$ cat src/ccs_pkg.sv
// Shared types and constants for the common command and status block
package ccs_pkg;

  // Decoded common command opcodes from the message parser
  typedef enum logic [3:0] {
    CCS_OP_IDNQ = 4'b0000,
    CCS_OP_RST  = 4'b0001,
    CCS_OP_TSTQ = 4'b0010,
    CCS_OP_OPC  = 4'b0011,
    CCS_OP_OPCQ = 4'b0100,
    CCS_OP_WAI  = 4'b0101,
    CCS_OP_CLS  = 4'b0110,
    CCS_OP_ESE  = 4'b0111,
    CCS_OP_ESEQ = 4'b1000,
    CCS_OP_ESRQ = 4'b1001,
    CCS_OP_PSC  = 4'b1010,
    CCS_OP_PSCQ = 4'b1011
  } ccs_op_t;

  // Kind of response handed to the output queue
  typedef enum logic [2:0] {
    CCS_RSP_IDN = 3'b000,
    CCS_RSP_TST = 3'b001,
    CCS_RSP_OPC = 3'b010,
    CCS_RSP_ESE = 3'b011,
    CCS_RSP_ESR = 3'b100,
    CCS_RSP_PSC = 3'b101
  } ccs_rsp_kind_t;

  typedef enum logic [1:0] {
    CCS_ST_IDLE = 2'b00,
    CCS_ST_WAIT = 2'b01,
    CCS_ST_TEST = 2'b10,
    CCS_ST_RESP = 2'b11
  } ccs_state_t;

  // One command unit: opcode, numeric argument, last unit of its message
  typedef struct packed {
    ccs_op_t op;
    logic [15:0] arg;
    logic msg_last;
  } ccs_cmd_t;

  // One response: kind, signed value, and auxiliary field (serial for identity)
  typedef struct packed {
    ccs_rsp_kind_t kind;
    logic [15:0] value;
    logic [15:0] aux;
  } ccs_rsp_t;

  // Event register bit positions
  localparam int unsigned EV_OPC = 0;
  localparam int unsigned EV_QYE = 2;
  localparam int unsigned EV_EXE = 4;
  localparam int unsigned EV_CME = 5;
  localparam int unsigned EV_PON = 7;
  localparam int unsigned EV_W = 8;
  localparam logic [7:0] EV_USED_MASK = 8'hB5;
  localparam int unsigned STB_ESB_BIT = 5;

  // Reset values and fixed answers
  localparam logic [7:0] ESE_RST_VAL = 8'h00;
  localparam logic [7:0] ESR_RST_VAL = 8'h00;
  localparam logic PSC_RST_VAL = 1'b0;
  localparam logic [15:0] ARG_MAX_VAL = 16'h00FF;
  localparam logic [15:0] TST_PASS_VAL = 16'h0000;
  localparam logic [15:0] TST_FAIL_VAL = 16'hFEB6;
  localparam logic [15:0] OPCQ_VAL = 16'h0001;
  localparam logic [15:0] SERIAL_VAL = 16'h0000;

endpackage

$ cat src/ccs_event_latch.sv
// Sticky standard event latch with enable mask and summary output
`timescale 1ns/1ps
module ccs_event_latch #(
  parameter int unsigned W = 8,
  parameter logic [7:0] USED = 8'hB5
) (
  input wire logic clk_i,
  input wire logic arst_n_i,
  input wire logic [W-1:0] set_i,
  input wire logic clear_i,
  input wire logic [W-1:0] mask_i,
  output logic [W-1:0] event_o,
  output logic summary_o
);
  import ccs_pkg::*;

  logic [W-1:0] event_ff;
  logic summary_ff;
  logic [W-1:0] nxt_event;
  wire nxt_summary = |(nxt_event & mask_i);

  if (W != 8) begin : g_bad_width
    $error("ccs_event_latch supports only an eight bit register");
  end

  ////////////////////////////////////////////////////////////////////////////
  // Per bit: a set arriving with the clear still lands, so no event is lost
  for (genvar b = 0; b < W; b++) begin : g_bit
    if (USED[b]) begin : g_used
      assign nxt_event[b] = (event_ff[b] & ~clear_i) | set_i[b];
    end else begin : g_unused
      assign nxt_event[b] = 1'b0; // Unused positions always read zero
    end
  end

  // Summary is registered so the status bit is glitch free
  always_ff @(posedge clk_i or negedge arst_n_i) begin
    if (!arst_n_i) begin
      event_ff <= ESR_RST_VAL;
      summary_ff <= 1'b0;
    end else begin
      event_ff <= nxt_event;
      summary_ff <= nxt_summary;
    end
  end

  assign event_o = event_ff;
  assign summary_o = summary_ff;
endmodule

$ cat src/ccs_common_cmd.sv
// Common command interpreter with standard event status and enable logic
//
// Function
// - Identity query answers maker, model, zero serial and firmware level.
// - A query following the identity query in one message errors, gets no answer.
// - Reset command restores factory defaults except interface settings.
// - Reset command also selects factory initialise as power-up setup.
// - Self-test query answers zero on pass, minus 330 on fail.
// - Operation complete command sets event bit 0 after pending work ends.
// - Operation complete query answers +1 and leaves the event bit alone.
// - Wait command holds all following commands until pending work ends.
// - Clear status empties the event register and device event register.
// - Enable command loads the eight bit mask from argument 0 to 255.
// - Enable bit one passes its event to the summary, zero blocks it.
// - Enable query answers the mask with unused bits reading zero.
// - Event bits: 7 power-on, 5 command, 4 execution, 2 query, 0 complete.
// - Event query answers the register then clears it.
// - Power-on clear flag governs clearing all enable registers at power-up.
// - Clear flag command stores zero to retain, nonzero to clear.
// - Clear flag query answers the stored flag as zero or one.
// - Masked events are ORed onto status byte bit 5.
// - Power-on event bit is set after each power-up.
// - Query errors set event bit 2.
`timescale 1ns/1ps
module ccs_common_cmd #(
  parameter int unsigned FW_LEVEL = 100,
  parameter logic [15:0] MFR_ID = 16'h00A5, // Arbitrary value
  parameter logic [15:0] MODEL_ID = 16'h005A // Arbitrary value
) (
  input wire logic clk_i,
  input wire logic arst_n_i,
  input wire logic cmd_valid_i,
  input wire ccs_pkg::ccs_cmd_t cmd_i,
  output logic cmd_ready_o,
  output logic rsp_valid_o,
  output ccs_pkg::ccs_rsp_t rsp_o,
  output logic [15:0] rsp_mfr_o,
  output logic [15:0] rsp_model_o,
  input wire logic rsp_ready_i,
  input wire logic cmd_err_i,
  input wire logic exec_err_i,
  input wire logic ops_busy_i,
  output logic selftest_start_o,
  input wire logic selftest_done_i,
  input wire logic selftest_pass_i,
  output logic settings_rst_o,
  output logic factory_init_power_setup_o,
  input wire logic power_setup_last_i,
  output logic dev_event_clr_o,
  input wire logic [7:0] nv_ese_i,
  input wire logic nv_psc_i,
  output logic enables_clr_o,
  output logic [7:0] ese_o,
  output logic psc_o,
  output logic esb_o,
  output logic [7:0] esr_o
);
  import ccs_pkg::*;

  if (FW_LEVEL > 65535) begin : g_bad_fw
    $error("FW_LEVEL does not fit the sixteen bit response value");
  end

  localparam logic [15:0] FW_VAL = FW_LEVEL[15:0];

  ccs_state_t state_ff, nxt_state;
  ccs_op_t wait_op_ff;
  ccs_rsp_t rsp_ff;
  logic [7:0] ese_ff;
  logic psc_ff;
  logic init_setup_ff;
  logic idn_seen_ff;
  logic boot_ff;
  logic settings_rst_ff;
  logic dev_clr_ff;
  logic tst_start_ff;
  logic enables_clr_ff;
  logic [7:0] event_q;
  logic esb_q;

  ////////////////////////////////////////////////////////////////////////////
  // Command decode
  wire take = cmd_valid_i & cmd_ready_o;
  wire is_query = cmd_i.op inside {CCS_OP_IDNQ, CCS_OP_TSTQ, CCS_OP_OPCQ,
                                   CCS_OP_ESEQ, CCS_OP_ESRQ, CCS_OP_PSCQ};
  wire blocked = take & is_query & idn_seen_ff;
  wire run = take & ~blocked;
  wire op_idn = run & (cmd_i.op == CCS_OP_IDNQ);
  wire op_rst = run & (cmd_i.op == CCS_OP_RST);
  wire op_tst = run & (cmd_i.op == CCS_OP_TSTQ);
  wire op_sync = run & (cmd_i.op inside {CCS_OP_OPC, CCS_OP_OPCQ, CCS_OP_WAI});
  wire op_cls = run & (cmd_i.op == CCS_OP_CLS);
  wire op_ese = run & (cmd_i.op == CCS_OP_ESE);
  wire op_eseq = run & (cmd_i.op == CCS_OP_ESEQ);
  wire op_esrq = run & (cmd_i.op == CCS_OP_ESRQ);
  wire op_psc = run & (cmd_i.op == CCS_OP_PSC);
  wire op_pscq = run & (cmd_i.op == CCS_OP_PSCQ);
  wire arg_bad = cmd_i.arg > ARG_MAX_VAL;
  wire ese_load = op_ese & ~arg_bad;
  wire ese_range_err = op_ese & arg_bad;

  // Pending work drains; only then do the synchronising commands finish
  wire ops_done = (state_ff == CCS_ST_WAIT) & ~ops_busy_i;
  wire opc_fire = ops_done & (wait_op_ff == CCS_OP_OPC);
  wire opcq_fire = ops_done & (wait_op_ff == CCS_OP_OPCQ);
  wire tst_fire = (state_ff == CCS_ST_TEST) & selftest_done_i;
  wire rsp_load = op_idn | op_eseq | op_esrq | op_pscq | opcq_fire | tst_fire;

  // Event sources; query errors from the identity rule land on bit 2
  wire [7:0] ev_set = {boot_ff, 1'b0, cmd_err_i, exec_err_i | ese_range_err, 1'b0,
                       blocked, 1'b0, opc_fire};
  wire ev_clear = op_cls | op_esrq;

  ccs_event_latch #(
    .W(EV_W),
    .USED(EV_USED_MASK)
  ) u_event (
    .clk_i(clk_i),
    .arst_n_i(arst_n_i),
    .set_i(ev_set),
    .clear_i(ev_clear),
    .mask_i(ese_ff),
    .event_o(event_q),
    .summary_o(esb_q)
  );

  ////////////////////////////////////////////////////////////////////////////
  // Sequencer: new commands are held off while waiting, testing or answering
  always_comb begin
    nxt_state = state_ff;
    unique case (state_ff)
      CCS_ST_IDLE: begin
        if (op_sync) begin
          nxt_state = CCS_ST_WAIT;
        end else if (op_tst) begin
          nxt_state = CCS_ST_TEST;
        end else if (rsp_load) begin
          nxt_state = CCS_ST_RESP;
        end
      end
      CCS_ST_WAIT: begin
        if (opcq_fire) begin
          nxt_state = CCS_ST_RESP;
        end else if (ops_done) begin
          nxt_state = CCS_ST_IDLE;
        end
      end
      CCS_ST_TEST: begin
        if (tst_fire) begin
          nxt_state = CCS_ST_RESP;
        end
      end
      CCS_ST_RESP: begin
        if (rsp_ready_i) begin
          nxt_state = CCS_ST_IDLE;
        end
      end
    endcase
  end

  always_ff @(posedge clk_i or negedge arst_n_i) begin
    if (!arst_n_i) begin
      state_ff <= CCS_ST_IDLE;
      wait_op_ff <= CCS_OP_WAI;
    end else begin
      state_ff <= nxt_state;
      if (op_sync) begin
        wait_op_ff <= cmd_i.op;
      end
    end
  end

  ////////////////////////////////////////////////////////////////////////////
  // Response register: held until the output queue takes it
  always_ff @(posedge clk_i or negedge arst_n_i) begin
    if (!arst_n_i) begin
      rsp_ff <= '{kind: CCS_RSP_IDN, value: 16'h0000, aux: 16'h0000};
    end else if (op_idn) begin
      rsp_ff <= '{kind: CCS_RSP_IDN, value: FW_VAL, aux: SERIAL_VAL};
    end else if (tst_fire) begin
      rsp_ff <= '{kind: CCS_RSP_TST, aux: 16'h0000,
                  value: selftest_pass_i ? TST_PASS_VAL : TST_FAIL_VAL};
    end else if (opcq_fire) begin
      rsp_ff <= '{kind: CCS_RSP_OPC, value: OPCQ_VAL, aux: 16'h0000};
    end else if (op_eseq) begin
      rsp_ff <= '{kind: CCS_RSP_ESE, value: {8'h00, ese_ff & EV_USED_MASK},
                  aux: 16'h0000};
    end else if (op_esrq) begin
      rsp_ff <= '{kind: CCS_RSP_ESR, value: {8'h00, event_q}, aux: 16'h0000};
    end else if (op_pscq) begin
      rsp_ff <= '{kind: CCS_RSP_PSC, value: {15'h0000, psc_ff}, aux: 16'h0000};
    end
  end

  ////////////////////////////////////////////////////////////////////////////
  // Identity tracking: any later query in the same message is refused
  always_ff @(posedge clk_i or negedge arst_n_i) begin
    if (!arst_n_i) begin
      idn_seen_ff <= 1'b0;
    end else if (take) begin
      idn_seen_ff <= (idn_seen_ff | op_idn) & ~cmd_i.msg_last;
    end
  end

  ////////////////////////////////////////////////////////////////////////////
  // Enable mask and clear flag. Reset cannot load a port value, so the
  // retained copies are picked up in the first clocked cycle after release.
  always_ff @(posedge clk_i or negedge arst_n_i) begin
    if (!arst_n_i) begin
      boot_ff <= 1'b1;
      ese_ff <= ESE_RST_VAL;
      psc_ff <= PSC_RST_VAL;
      enables_clr_ff <= 1'b0;
    end else begin
      boot_ff <= 1'b0;
      enables_clr_ff <= boot_ff & nv_psc_i;
      if (boot_ff) begin
        ese_ff <= nv_psc_i ? ESE_RST_VAL : nv_ese_i;
        psc_ff <= nv_psc_i;
      end else begin
        if (ese_load) begin
          ese_ff <= cmd_i.arg[7:0];
        end
        if (op_psc) begin
          psc_ff <= cmd_i.arg != 16'h0000;
        end
      end
    end
  end

  ////////////////////////////////////////////////////////////////////////////
  // Reset command side effects; the interface settings live outside and
  // are not touched, only the power-up choice flips to factory initialise.
  always_ff @(posedge clk_i or negedge arst_n_i) begin
    if (!arst_n_i) begin
      settings_rst_ff <= 1'b0;
      init_setup_ff <= 1'b0;
      dev_clr_ff <= 1'b0;
      tst_start_ff <= 1'b0;
    end else begin
      settings_rst_ff <= op_rst;
      dev_clr_ff <= op_cls;
      tst_start_ff <= op_tst;
      if (op_rst) begin
        init_setup_ff <= 1'b1;
      end else if (power_setup_last_i) begin
        init_setup_ff <= 1'b0;
      end
    end
  end

  ////////////////////////////////////////////////////////////////////////////
  // Outputs
  assign cmd_ready_o = (state_ff == CCS_ST_IDLE) & ~boot_ff;
  assign rsp_valid_o = state_ff == CCS_ST_RESP;
  assign rsp_o = rsp_ff;
  assign rsp_mfr_o = MFR_ID;
  assign rsp_model_o = MODEL_ID;
  assign selftest_start_o = tst_start_ff;
  assign settings_rst_o = settings_rst_ff;
  assign factory_init_power_setup_o = init_setup_ff;
  assign dev_event_clr_o = dev_clr_ff;
  assign enables_clr_o = enables_clr_ff;
  assign ese_o = ese_ff;
  assign psc_o = psc_ff;
  assign esb_o = esb_q; // Status byte bit 5
  assign esr_o = event_q;
endmodule

$ cat config.mk
export PLATFORM = sky130hd
export DESIGN_NAME = ccs_common_cmd
export DESIGN_NICKNAME = d
export VERILOG_FILES = /design/src/ccs_pkg.sv /design/src/ccs_event_latch.sv /design/src/ccs_common_cmd.sv
export SDC_FILE = /design/constraint.sdc
export NUM_CORES = 1
export LEC_CHECK = 0
export BUFFER_PORTS_ARGS = -buffer_cell sky130_fd_sc_hd__buf_2
export CAP_MARGIN = 20
export CORE_AREA = 3 3 91 71
export CTS_BUF_LIST = sky130_fd_sc_hd__clkbuf_8
export CTS_CLUSTER_SIZE = 12
export DETAILED_ROUTE_END_ITERATION = 7
export DIE_AREA = 0 0 94 74
export GPL_ROUTABILITY_DRIVEN = 0
export PLACE_DENSITY = 0.79
export SYNTH_ARGS = -nofsm -noshare
export SYNTH_HDL_FRONTEND = slang
export SYNTH_SLANG_ARGS = --single-unit
$ cat constraint.sdc
create_clock -name clk_i -period 2.7 [get_ports clk_i]
set_input_delay 0.27 -clock clk_i [delete_from_list [all_inputs] [get_ports clk_i]]
set_output_delay 0.27 -clock clk_i [all_outputs]
set_load 0.1 [all_outputs]
==> metrics.txt, run 1 <==
leading cell type in the layout, fill and taps excluded buf_2; GRT Util Overall 0.1686; Bufs and invs on worst path 1; Final TNS setup 0 ns; antenna viol nets, final 0; GR Overflow Total 0; wire length per cell 14.59 um; layout cells sized above 1 0.3281; antenna violations before repair 0; Top Family by Delay on Critical Path simple AND/OR/NAND/NOR gates; Die W 94 um; r2r worst-path depth 5; n_diodes 0; buffers added on ports 78; cell accounting for the most synthesized area dfrtp_1; vias in the first global route between 1500 and 2000; Critical Path AT between 2 and 3 ns; Top FF cell, synth dfrtp_1; clock root buffer clkbuf_8; Core ar. 0.005705 mm2; Post-synth EDFFs 0; critical path class reg -> reg; Critical Path, Cell by Cell or4b_1, nor3_2, a2111oi_2, buf_4, a2111oi_1; placed cells 386; status finished, final reports clean; commonest non-fill, non-tap cells in the layout buf_2 (78), conb_1 (54), dfrtp_1 (35), inv_1 (15), a21oi_1 (13); P_leak 1.401 nW; # resized after CTS 0; DRC errors left 0; max_cap viols 0; Placement Setup Slack about 0.37 ns; Clk Latency, worst-skew pair 0.30 ns; min Tclk post-route 2.349 ns; # rows 24; Initial DRT Pass Iterations 4; CTS Buf Count 5; final clock skew 0.005641 ns; Max Slew Vio Count 0; 1st-iter DRT viols 102; final instance area 0.002708 mm2; Area after DPL 0.002591 mm2; relative slew slack 0.4448; detailed placer's ending HPWL approximately 4500 um; DR vias 1926; synth top area cells dfrtp_1 (36%), buf_4 (19%), dfstp_2 (3.3%), a21oi_1 (2.7%), a221oi_1 (2.5%); Synth cell types 55; Initial Util 0.4217; Hold Fails Final Rpt 0; CTS H-tree depth 2; Die Ht 74 um; flop and latch count out of synthesis 38; Achievable Freq 425.7 MHz; Warnings, synthesis 0; Final Util 0.4746; TritonCTS clock tree yes; Crit-path slowest cell or4b_1; CP max FO 11; hold buffers post-CTS 0; total power ~3.2 mW; Nets between 300 and 400; HP Class in -> async; Final Setup Violations 0; share of Yosys cell area claimed by the top area cell type 0.3640; Syn Area/Cell 9.781 um2; Cells after Synth 246; Worst path depth 5; I/O pins 132; clk buf depth 2; CTS Sinks 38; post-DR vias/cell 4.876; first-pass GRT wire length 8976 um; Routed WL 5765 um; async set-reset flop share out of synthesis 1.000; Startpoint Class flop; period utilization 0.8701; Seq/Total Area, Yosys 0.3968; Critical Path Max Stage Delay 0.66 ns; largest net degree at the start of global routing 39; post-route insts no fill 395; Peak VDD IR around 0.00044 V; clock-pin slew on the worst setup and hold paths 0.08 ns; Worst setup EP type flop; pwr/cell area 1188 mW/mm2; Worst Slack Setup Final 0.3508 ns; area grow syn2layout 12.53%; Mapped Area 0.002406 mm2; Worst-Margin Slew 0.8329 ns; final hold slack 0.06751 ns; WP data required 2.87 ns; die area 0.006956 mm2; number of setup buffers added after CTS 0; RSZ-0062 raised after global routing false
==> routing by layer <==
metal  vias up  track usage  routed length, um
met5         -            0                  0
met4         0      0.05929                112
met3        10      0.05662                520
met2       102       0.2518               2621
met1       911       0.2309               2511
li1        903            -                  -
==> sequential cells by signal, summed over array words and instances, names as in the netlist <==
signal,flops
ese_o,8
state_ff,2
boot_ff,1
u_event.event_o,5
wait_op_ff,4
factory_init_power_setup_o,1
idn_seen_ff,1
psc_o,1
enables_clr_o,1
rsp_o,10
u_event.summary_o,1
selftest_start_o,1
settings_rst_o,1
dev_event_clr_o,1
==> cells by family after synthesis <==
kind of cell	after synthesis	share of synthesized area
DFF	38	0.3968
xor gates and xnor gates	1	0.003641
other	2	0.003121
buffers and inverters	85	0.2387
AOI/OAI and AO/OA	57	0.1784
muxes	6	0.02912
and+or+nand+nor	57	0.1503
==> power by group <==
group	total [mW]	internal (mW)	switching, mW
Sequential	0.844	0.699	0.145
Clock	0.479	0.272	0.208
Combinational	1.89	0.288	1.61
Total	3.22	1.26	1.96
==> cell type report <==
cell class              count  area (um2)
clock buffers               5       68.82
clock inverters             3       40.04
fillers                   549        2998
inverters                  15       56.30
multi-input cells         175        1077
flip-flops and latches     38       954.7
well taps                  78       97.59
repair buffers             81       412.9
==> final timing paths <==
| check | slack (ns) | end | startpoint |
|---|---|---|---|
| worst max-delay path | 0.35 | rsp_o[32] | state_ff[0] |
| worst min-delay path | 0.07 | rsp_o[21] | arst_n_i |
| worst max register to register | 0.35 | rsp_o[32] | state_ff[0] |
| worst min register to register | 0.48 | rsp_o[22] | rsp_o[22] |
| max in group asynchronous | 2.11 | dev_event_clr_o | arst_n_i |
| min in group clk_i | 0.14 | idn_seen_ff | cmd_i[0] |
==> cells in the mapped netlist (2+ instances only) <==
cell type and instances:
a211o_1 4, a21o_1 4, a21oi_1 13, a221o_1 5, a221oi_1 7, a22o_1 4, a22oi_1 3, a32o_1 2
buf_2 3, buf_4 61, buf_6 3, clkbuf_1 2, conb_1 2, dfrtp_1 35, dfstp_2 3, inv_1 15
mux2_1 2, mux2_2 2, nand2_1 10, nand3_1 3, nand4_1 2, nor2_1 7, nor2b_1 4, nor3_1 8
nor3_2 2, nor3b_1 2, nor4_1 2, nor4b_1 2, o211ai_1 2, o21ai_0 4, or4_1 4
Note: power is estimated with default switching activity, not from simulation.
==> run 2, diff against run 1 <==
--- a/config.mk
+++ b/config.mk
@@ -5,15 +5,16 @@
 export SDC_FILE = /design/constraint.sdc
 export NUM_CORES = 1
 export LEC_CHECK = 0
+export ABC_AREA = 1
 export BUFFER_PORTS_ARGS = -buffer_cell sky130_fd_sc_hd__buf_2
 export CAP_MARGIN = 20
-export CORE_AREA = 3 3 91 71
+export CORE_AREA = 3 3 92 72
 export CTS_BUF_LIST = sky130_fd_sc_hd__clkbuf_8
 export CTS_CLUSTER_SIZE = 12
 export DETAILED_ROUTE_END_ITERATION = 7
-export DIE_AREA = 0 0 94 74
+export DIE_AREA = 0 0 95 75
 export GPL_ROUTABILITY_DRIVEN = 0
-export PLACE_DENSITY = 0.79
+export PLACE_DENSITY = 0.78
 export SYNTH_ARGS = -nofsm -noshare
 export SYNTH_HDL_FRONTEND = slang
 export SYNTH_SLANG_ARGS = --single-unit
==> run 2 against run 1 <==
Via count up 8.7%. Global-route usage about the same. Worst setup slack better by 0.43 ns. Combinational power up 9%. Sequential share of layout area down 0.72 points. Largest power group unchanged.
==> metrics.txt, run 2 <==
status finished, final reports clean; Worst setup EP type flop; vias in the first global route between 1500 and 2000; Hold Fails Final Rpt 0; # rows 24; 1st-iter DRT viols between 100 and 150; Warnings, synthesis 0; Mapped Area 0.002450 mm2; n_diodes 0; flop and latch count out of synthesis 38; Syn Area/Cell 7.515 um2; number of setup buffers added after CTS 0; Synth cell types 34; Core ar. between 0.005 and 0.006 mm2; GRT met2 Usage 0.2484; Max Slew Vio Count 0; Final Setup Violations 0; async set-reset flop share out of synthesis 1.000; I/O pins approximately 130; antenna viol nets, final 0; max_cap viols 0; die area 0.007125 mm2; clock root buffer clkbuf_8; post-DR vias/cell roughly 4.4; max reg flops 10; detailed placer's ending HPWL 4654 um; Peak VDD IR between 0.0004 and 0.0005 V; critical path class reg -> reg; Die Ht 75 um; clock-pin slew on the worst setup and hold paths 0.07 ns; Worst-Margin Slew 0.8420 ns; antenna violations before repair 0; CTS Sinks 38; commonest non-fill, non-tap cells in the layout nand2_1 (88), buf_2 (78), conb_1 (54), dfrtp_1 (35); Nets 441; P_leak 1.581 nW; Routed WL approximately 5800 um; top cells by count, synth nand2_1 (88), buf_4 (60), dfrtp_1 (35); RSZ-0062 raised after global routing false; cell accounting for the most synthesized area dfrtp_1; leading cell type in the layout, fill and taps excluded nand2_1; largest net degree at the start of global routing 39; most frequent cell after synthesis nand2_1; total power approximately 3.3 mW; CP max FO 13; share of Yosys cell area claimed by the top area cell type 0.3575; area grow syn2layout 12.82%; TritonCTS clock tree yes; CTS Buf Count 5; Cells after Synth around 330; Final TNS setup 0 ns; Final Util 0.4769; Top FF cell, synth dfrtp_1; Initial Util 0.4227; pwr/cell area 1197 mW/mm2; Seq/Total Area, Yosys 0.3897; min Tclk post-route ~1.9 ns; layout cells sized above 1 0.2736; GRT Util Overall 0.1689; relative slew slack 0.4387; Clk Latency, worst-skew pair 0.29 ns; hold buffers post-CTS 0; WP data required 2.88 ns; # resized after CTS 0; Achievable Freq 520.7 MHz; Die W 95 um; DRC errors left 0; DR vias 2094; HP Class in -> async; Post-synth EDFFs 0; buffers added on ports 78; final clock skew 0.007189 ns; Critical Path AT 2.10 ns; GR peak layer met2; GR Overflow Total 0; Startpoint Class flop; GR Util met1 0.2319; first-pass GRT wire length 9287 um; synth top area cells dfrtp_1 (36%), buf_4 (18%), nand2_1 (13%), nor2_1 (4.9%), inv_1 (4.7%); wire length per cell 12.02 um; period utilization 0.7112; GR Layer Usage met3 0.05694; Initial DRT Pass Iterations 4; clk buf depth 2; CTS H-tree depth 2
-- run 2: path summary, 6_finish.rpt --
| kind | startpoint | end | slack, ns | cells past startpoint |
|---|---|---|---|---|
| worst max-delay path | boot_ff | rsp_o[22] | 0.78 | 9 |
| worst min-delay path | arst_n_i | selftest_start_o | 0.08 | 1 |
| worst max register to register | boot_ff | rsp_o[22] | 0.78 | 9 |
| worst min register to register | rsp_o[23] | rsp_o[23] | 0.48 | 2 |
| max in group asynchronous | arst_n_i | u_event.event_o[5] | 2.09 | 1 |
| min in group clk_i | power_setup_last_i | factory_init_power_setup_o | 0.18 | 2 |
-- run 2: power by group --
part	internal, mW	switching, mW
logic	0.268	1.80
clock network	0.202	0.199
registers	0.727	0.116
-- run 2: through the flow --
stage          std cells  setup WS [ns]  area [um2]  hold WS (ns)
3_5_place_dp         472         0.8377        2673        0.4317
6_report             480         0.7797        2764       0.08166
2_1_floorplan        378         0.8030        2650      -0.02559
4_1_cts              480         0.8157        2764        0.1096
5_1_grt              480         0.4775        2764        0.1490
3_3_place_gp         472         0.9250        2673        0.4212
-- run 2: worst max-delay path: stages, from the launching register on --
cell and delay [ns]:
dfstp_2 0.39, inv_1 0.31, nand3_1 0.18, inv_2 0.20, o21ai_4 0.14, a21oi_2 0.21, nor2_4 0.06, nand2_2 0.11
nand2_1 0.09, o21a_1 0.11
-- run 2: logic make-up after synthesis --
group / share of synthesized area
AO/OA/AOI/OAI: 0.08478
flip-flops: 0.3897
other: 0.003065
buffers and inverters: 0.2446
AND/OR/NAND/NOR: 0.2778
-- run 2: area by class of cell --
type	instances	area [um2]
clock inverters	2	8.758
flip-flops and latches	38	954.7
fillers	595	3032
well taps	78	97.59
multi-input cells	243	1096
inverters	35	133.9
repair buffers	78	390.4
clock buffers	6	82.58
-- run 2: routing by layer --
layer,vias to the layer above,part of all wire
li1,1063,-
met5,-,0
met4,0,0.019
met3,12,0.099
met2,105,0.43
met1,914,0.45
==> run 3, diff against run 2 <==
--- a/config.mk
+++ b/config.mk
@@ -8,13 +8,13 @@
 export ABC_AREA = 1
 export BUFFER_PORTS_ARGS = -buffer_cell sky130_fd_sc_hd__buf_2
 export CAP_MARGIN = 20
-export CORE_AREA = 3 3 92 72
+export CORE_AREA = 3 3 93 73
 export CTS_BUF_LIST = sky130_fd_sc_hd__clkbuf_8
 export CTS_CLUSTER_SIZE = 12
 export DETAILED_ROUTE_END_ITERATION = 7
-export DIE_AREA = 0 0 95 75
+export DIE_AREA = 0 0 96 76
 export GPL_ROUTABILITY_DRIVEN = 0
-export PLACE_DENSITY = 0.78
+export PLACE_DENSITY = 0.8
 export SYNTH_ARGS = -nofsm -noshare
 export SYNTH_HDL_FRONTEND = slang
 export SYNTH_SLANG_ARGS = --single-unit
==> constraint.sdc (replaced) <==
create_clock -name clk_i -period 1.73 [get_ports clk_i]
set_input_delay 0.173 -clock clk_i [delete_from_list [all_inputs] [get_ports clk_i]]
set_output_delay 0.173 -clock clk_i [all_outputs]
set_load 0.1 [all_outputs]
==> run 3 against run 2 <==
Non-clock buffer count increased by 12. Wire length grew 3.6%. Clock-buffer cell count stayed put. Cell count increased by 2.5%. Die area up 2.4%. Utilization rose by 1.7 points. Cell area up 4.6%. First-iteration DRC count fell by 14%.
==> metrics.txt, run 3 (same netlist as run 2, synthesis figures left out) <==
CP max FO 5; Final Util 0.4938; leading cell type in the layout, fill and taps excluded nand2_1; vias in the first global route 1889; CTS Buf Count 5; multi-input logic area 0.001115 mm2; first-pass GRT wire length 9225 um; post-route insts no fill 492; r2r worst-path depth 10; Critical Path AT about 1.5 ns; clock-pin slew on the worst setup and hold paths 0.08 ns; critical path class reg -> out; placed cells between 400 and 500; DR WL met3 between 500 and 600 um; FF-to-FF End rsp_o[33]; area grow syn2layout 18.03%; worst hold stages 2; wire length per cell 12.14 um; I/O pins about 130; Max Slew Vio Count 0; buffers added on ports 78; Initial Util 0.4184; Core ar. 0.005856 mm2; Final Setup Violations 0; Startpoint Class flop; max reg flops 10; Placement Setup Slack -0.03302 ns; antenna violations before repair 0; Peak VDD IR 0.0007955 V; final clock skew 0.007298 ns; met2 wire len 2549 um; r2r setup slk around 0.11 ns; Worst Setup SP state_ff[1]; 1st-iter DRT viols 116; min Tclk post-route 1.648 ns; Worst-Margin Slew 0.5106 ns; Initial DRT Pass Iterations 4; Sequential Area 954.7 um2; Worst setup endpoint cmd_ready_o; relative slew slack 0.6619; clk buf depth 2; WP data required 1.56 ns; start of the worst register-to-register path state_ff[1]; CTS H-tree depth 2; # rows 24; Worst setup EP type output pin; commonest non-fill, non-tap cells in the layout nand2_1 (88), buf_2 (78), conb_1 (54), dfrtp_1 (35), inv_1 (31); status finished, final reports clean; DRC errors left 0; GR Overflow Total 0; clock root buffer clkbuf_8; period utilization 0.9523; Nets 453; Clk Latency, worst-skew pair 0.30 ns; Die Ht 76 um; RSZ-0062 raised after global routing false; largest net degree at the start of global routing 39; DR vias 2129; fill count 602; max_cap viols 0; Die W 96 um; n_diodes 0; CTS Sinks 38; HP Class in -> reg; pwr/cell area about 1800 mW/mm2; Routed WL roughly 6000 um; Worst Slack Setup Final 0.08244 ns; final hold slack approximately 0.075 ns; die area 0.007296 mm2; GRT Util Overall 0.1614; top routing layer in use met4; layout cells sized above 1 0.3043; Achievable Freq 607.0 MHz; Hold Fails Final Rpt 0; detailed placer's ending HPWL around 4800 um; M1 wire length 2811 um; Final TNS setup 0 ns; TritonCTS clock tree yes; antenna viol nets, final 0; post-DR vias/cell ~4.3; P_leak 1.641 nW
[run 3: area by class of cell]
cell class	instances	share of cell area
clock buffer	6	0.02856
clock inverter	2	0.004327
inverter	35	0.04630
multi-input combinational	243	0.3855
sequential	38	0.3302
tap	78	0.03375
timing repair buffer	90	0.1714
[run 3: layer usage]
layer  vias to the layer above  track usage
li1                       1079            -
met1                       947       0.2297
met2                        95       0.2350
met3                         8      0.05035
met4                         0      0.04403
met5                         -            0
[run 3: worst max-delay path, cell delays in order, from the launching register on]
cell and delay (ns):
dfrtp_1 0.43, buf_4 0.17, nor3_4 0.14, buf_2 0.44
[run 3: worst min path at each step]
stage / from / endpoint / slack [ns]
2_1_floorplan: arst_n_i / dev_event_clr_o / -0.12
3_3_place_gp: arst_n_i / selftest_start_o / 0.16
3_5_place_dp: arst_n_i / selftest_start_o / 0.15
4_1_cts: power_setup_last_i / factory_init_power_setup_o / 0.07
5_1_grt: cmd_err_i / u_event.event_o[5] / 0.09
6_report: power_setup_last_i / factory_init_power_setup_o / 0.07
[run 3: power breakdown]
part / internal (mW) / total, mW / switching, mW
sequential: 1.13 / 1.29 / 0.159
combinational: 0.484 / 3.36 / 2.88
clock: 0.321 / 0.657 / 0.337
total: 1.94 / 5.31 / 3.37
[run 3: stage by stage]
step / area, um2 / total power, mW
after floorplan: 2656 / 4.291
after global placement: 2751 / 4.604
after detailed placement: 2751 / 4.643
after CTS: 2864 / 5.299
after global routing: 2892 / 5.556
final: 2892 / 5.310
[run 3: timing repair]
item	4_1_cts	5_1_grt
endpoints found under the setup margin	1	21
resized for setup	0	4
setup buffers	1	2
hold endpoints to repair	35	0
hold buffers	1	0
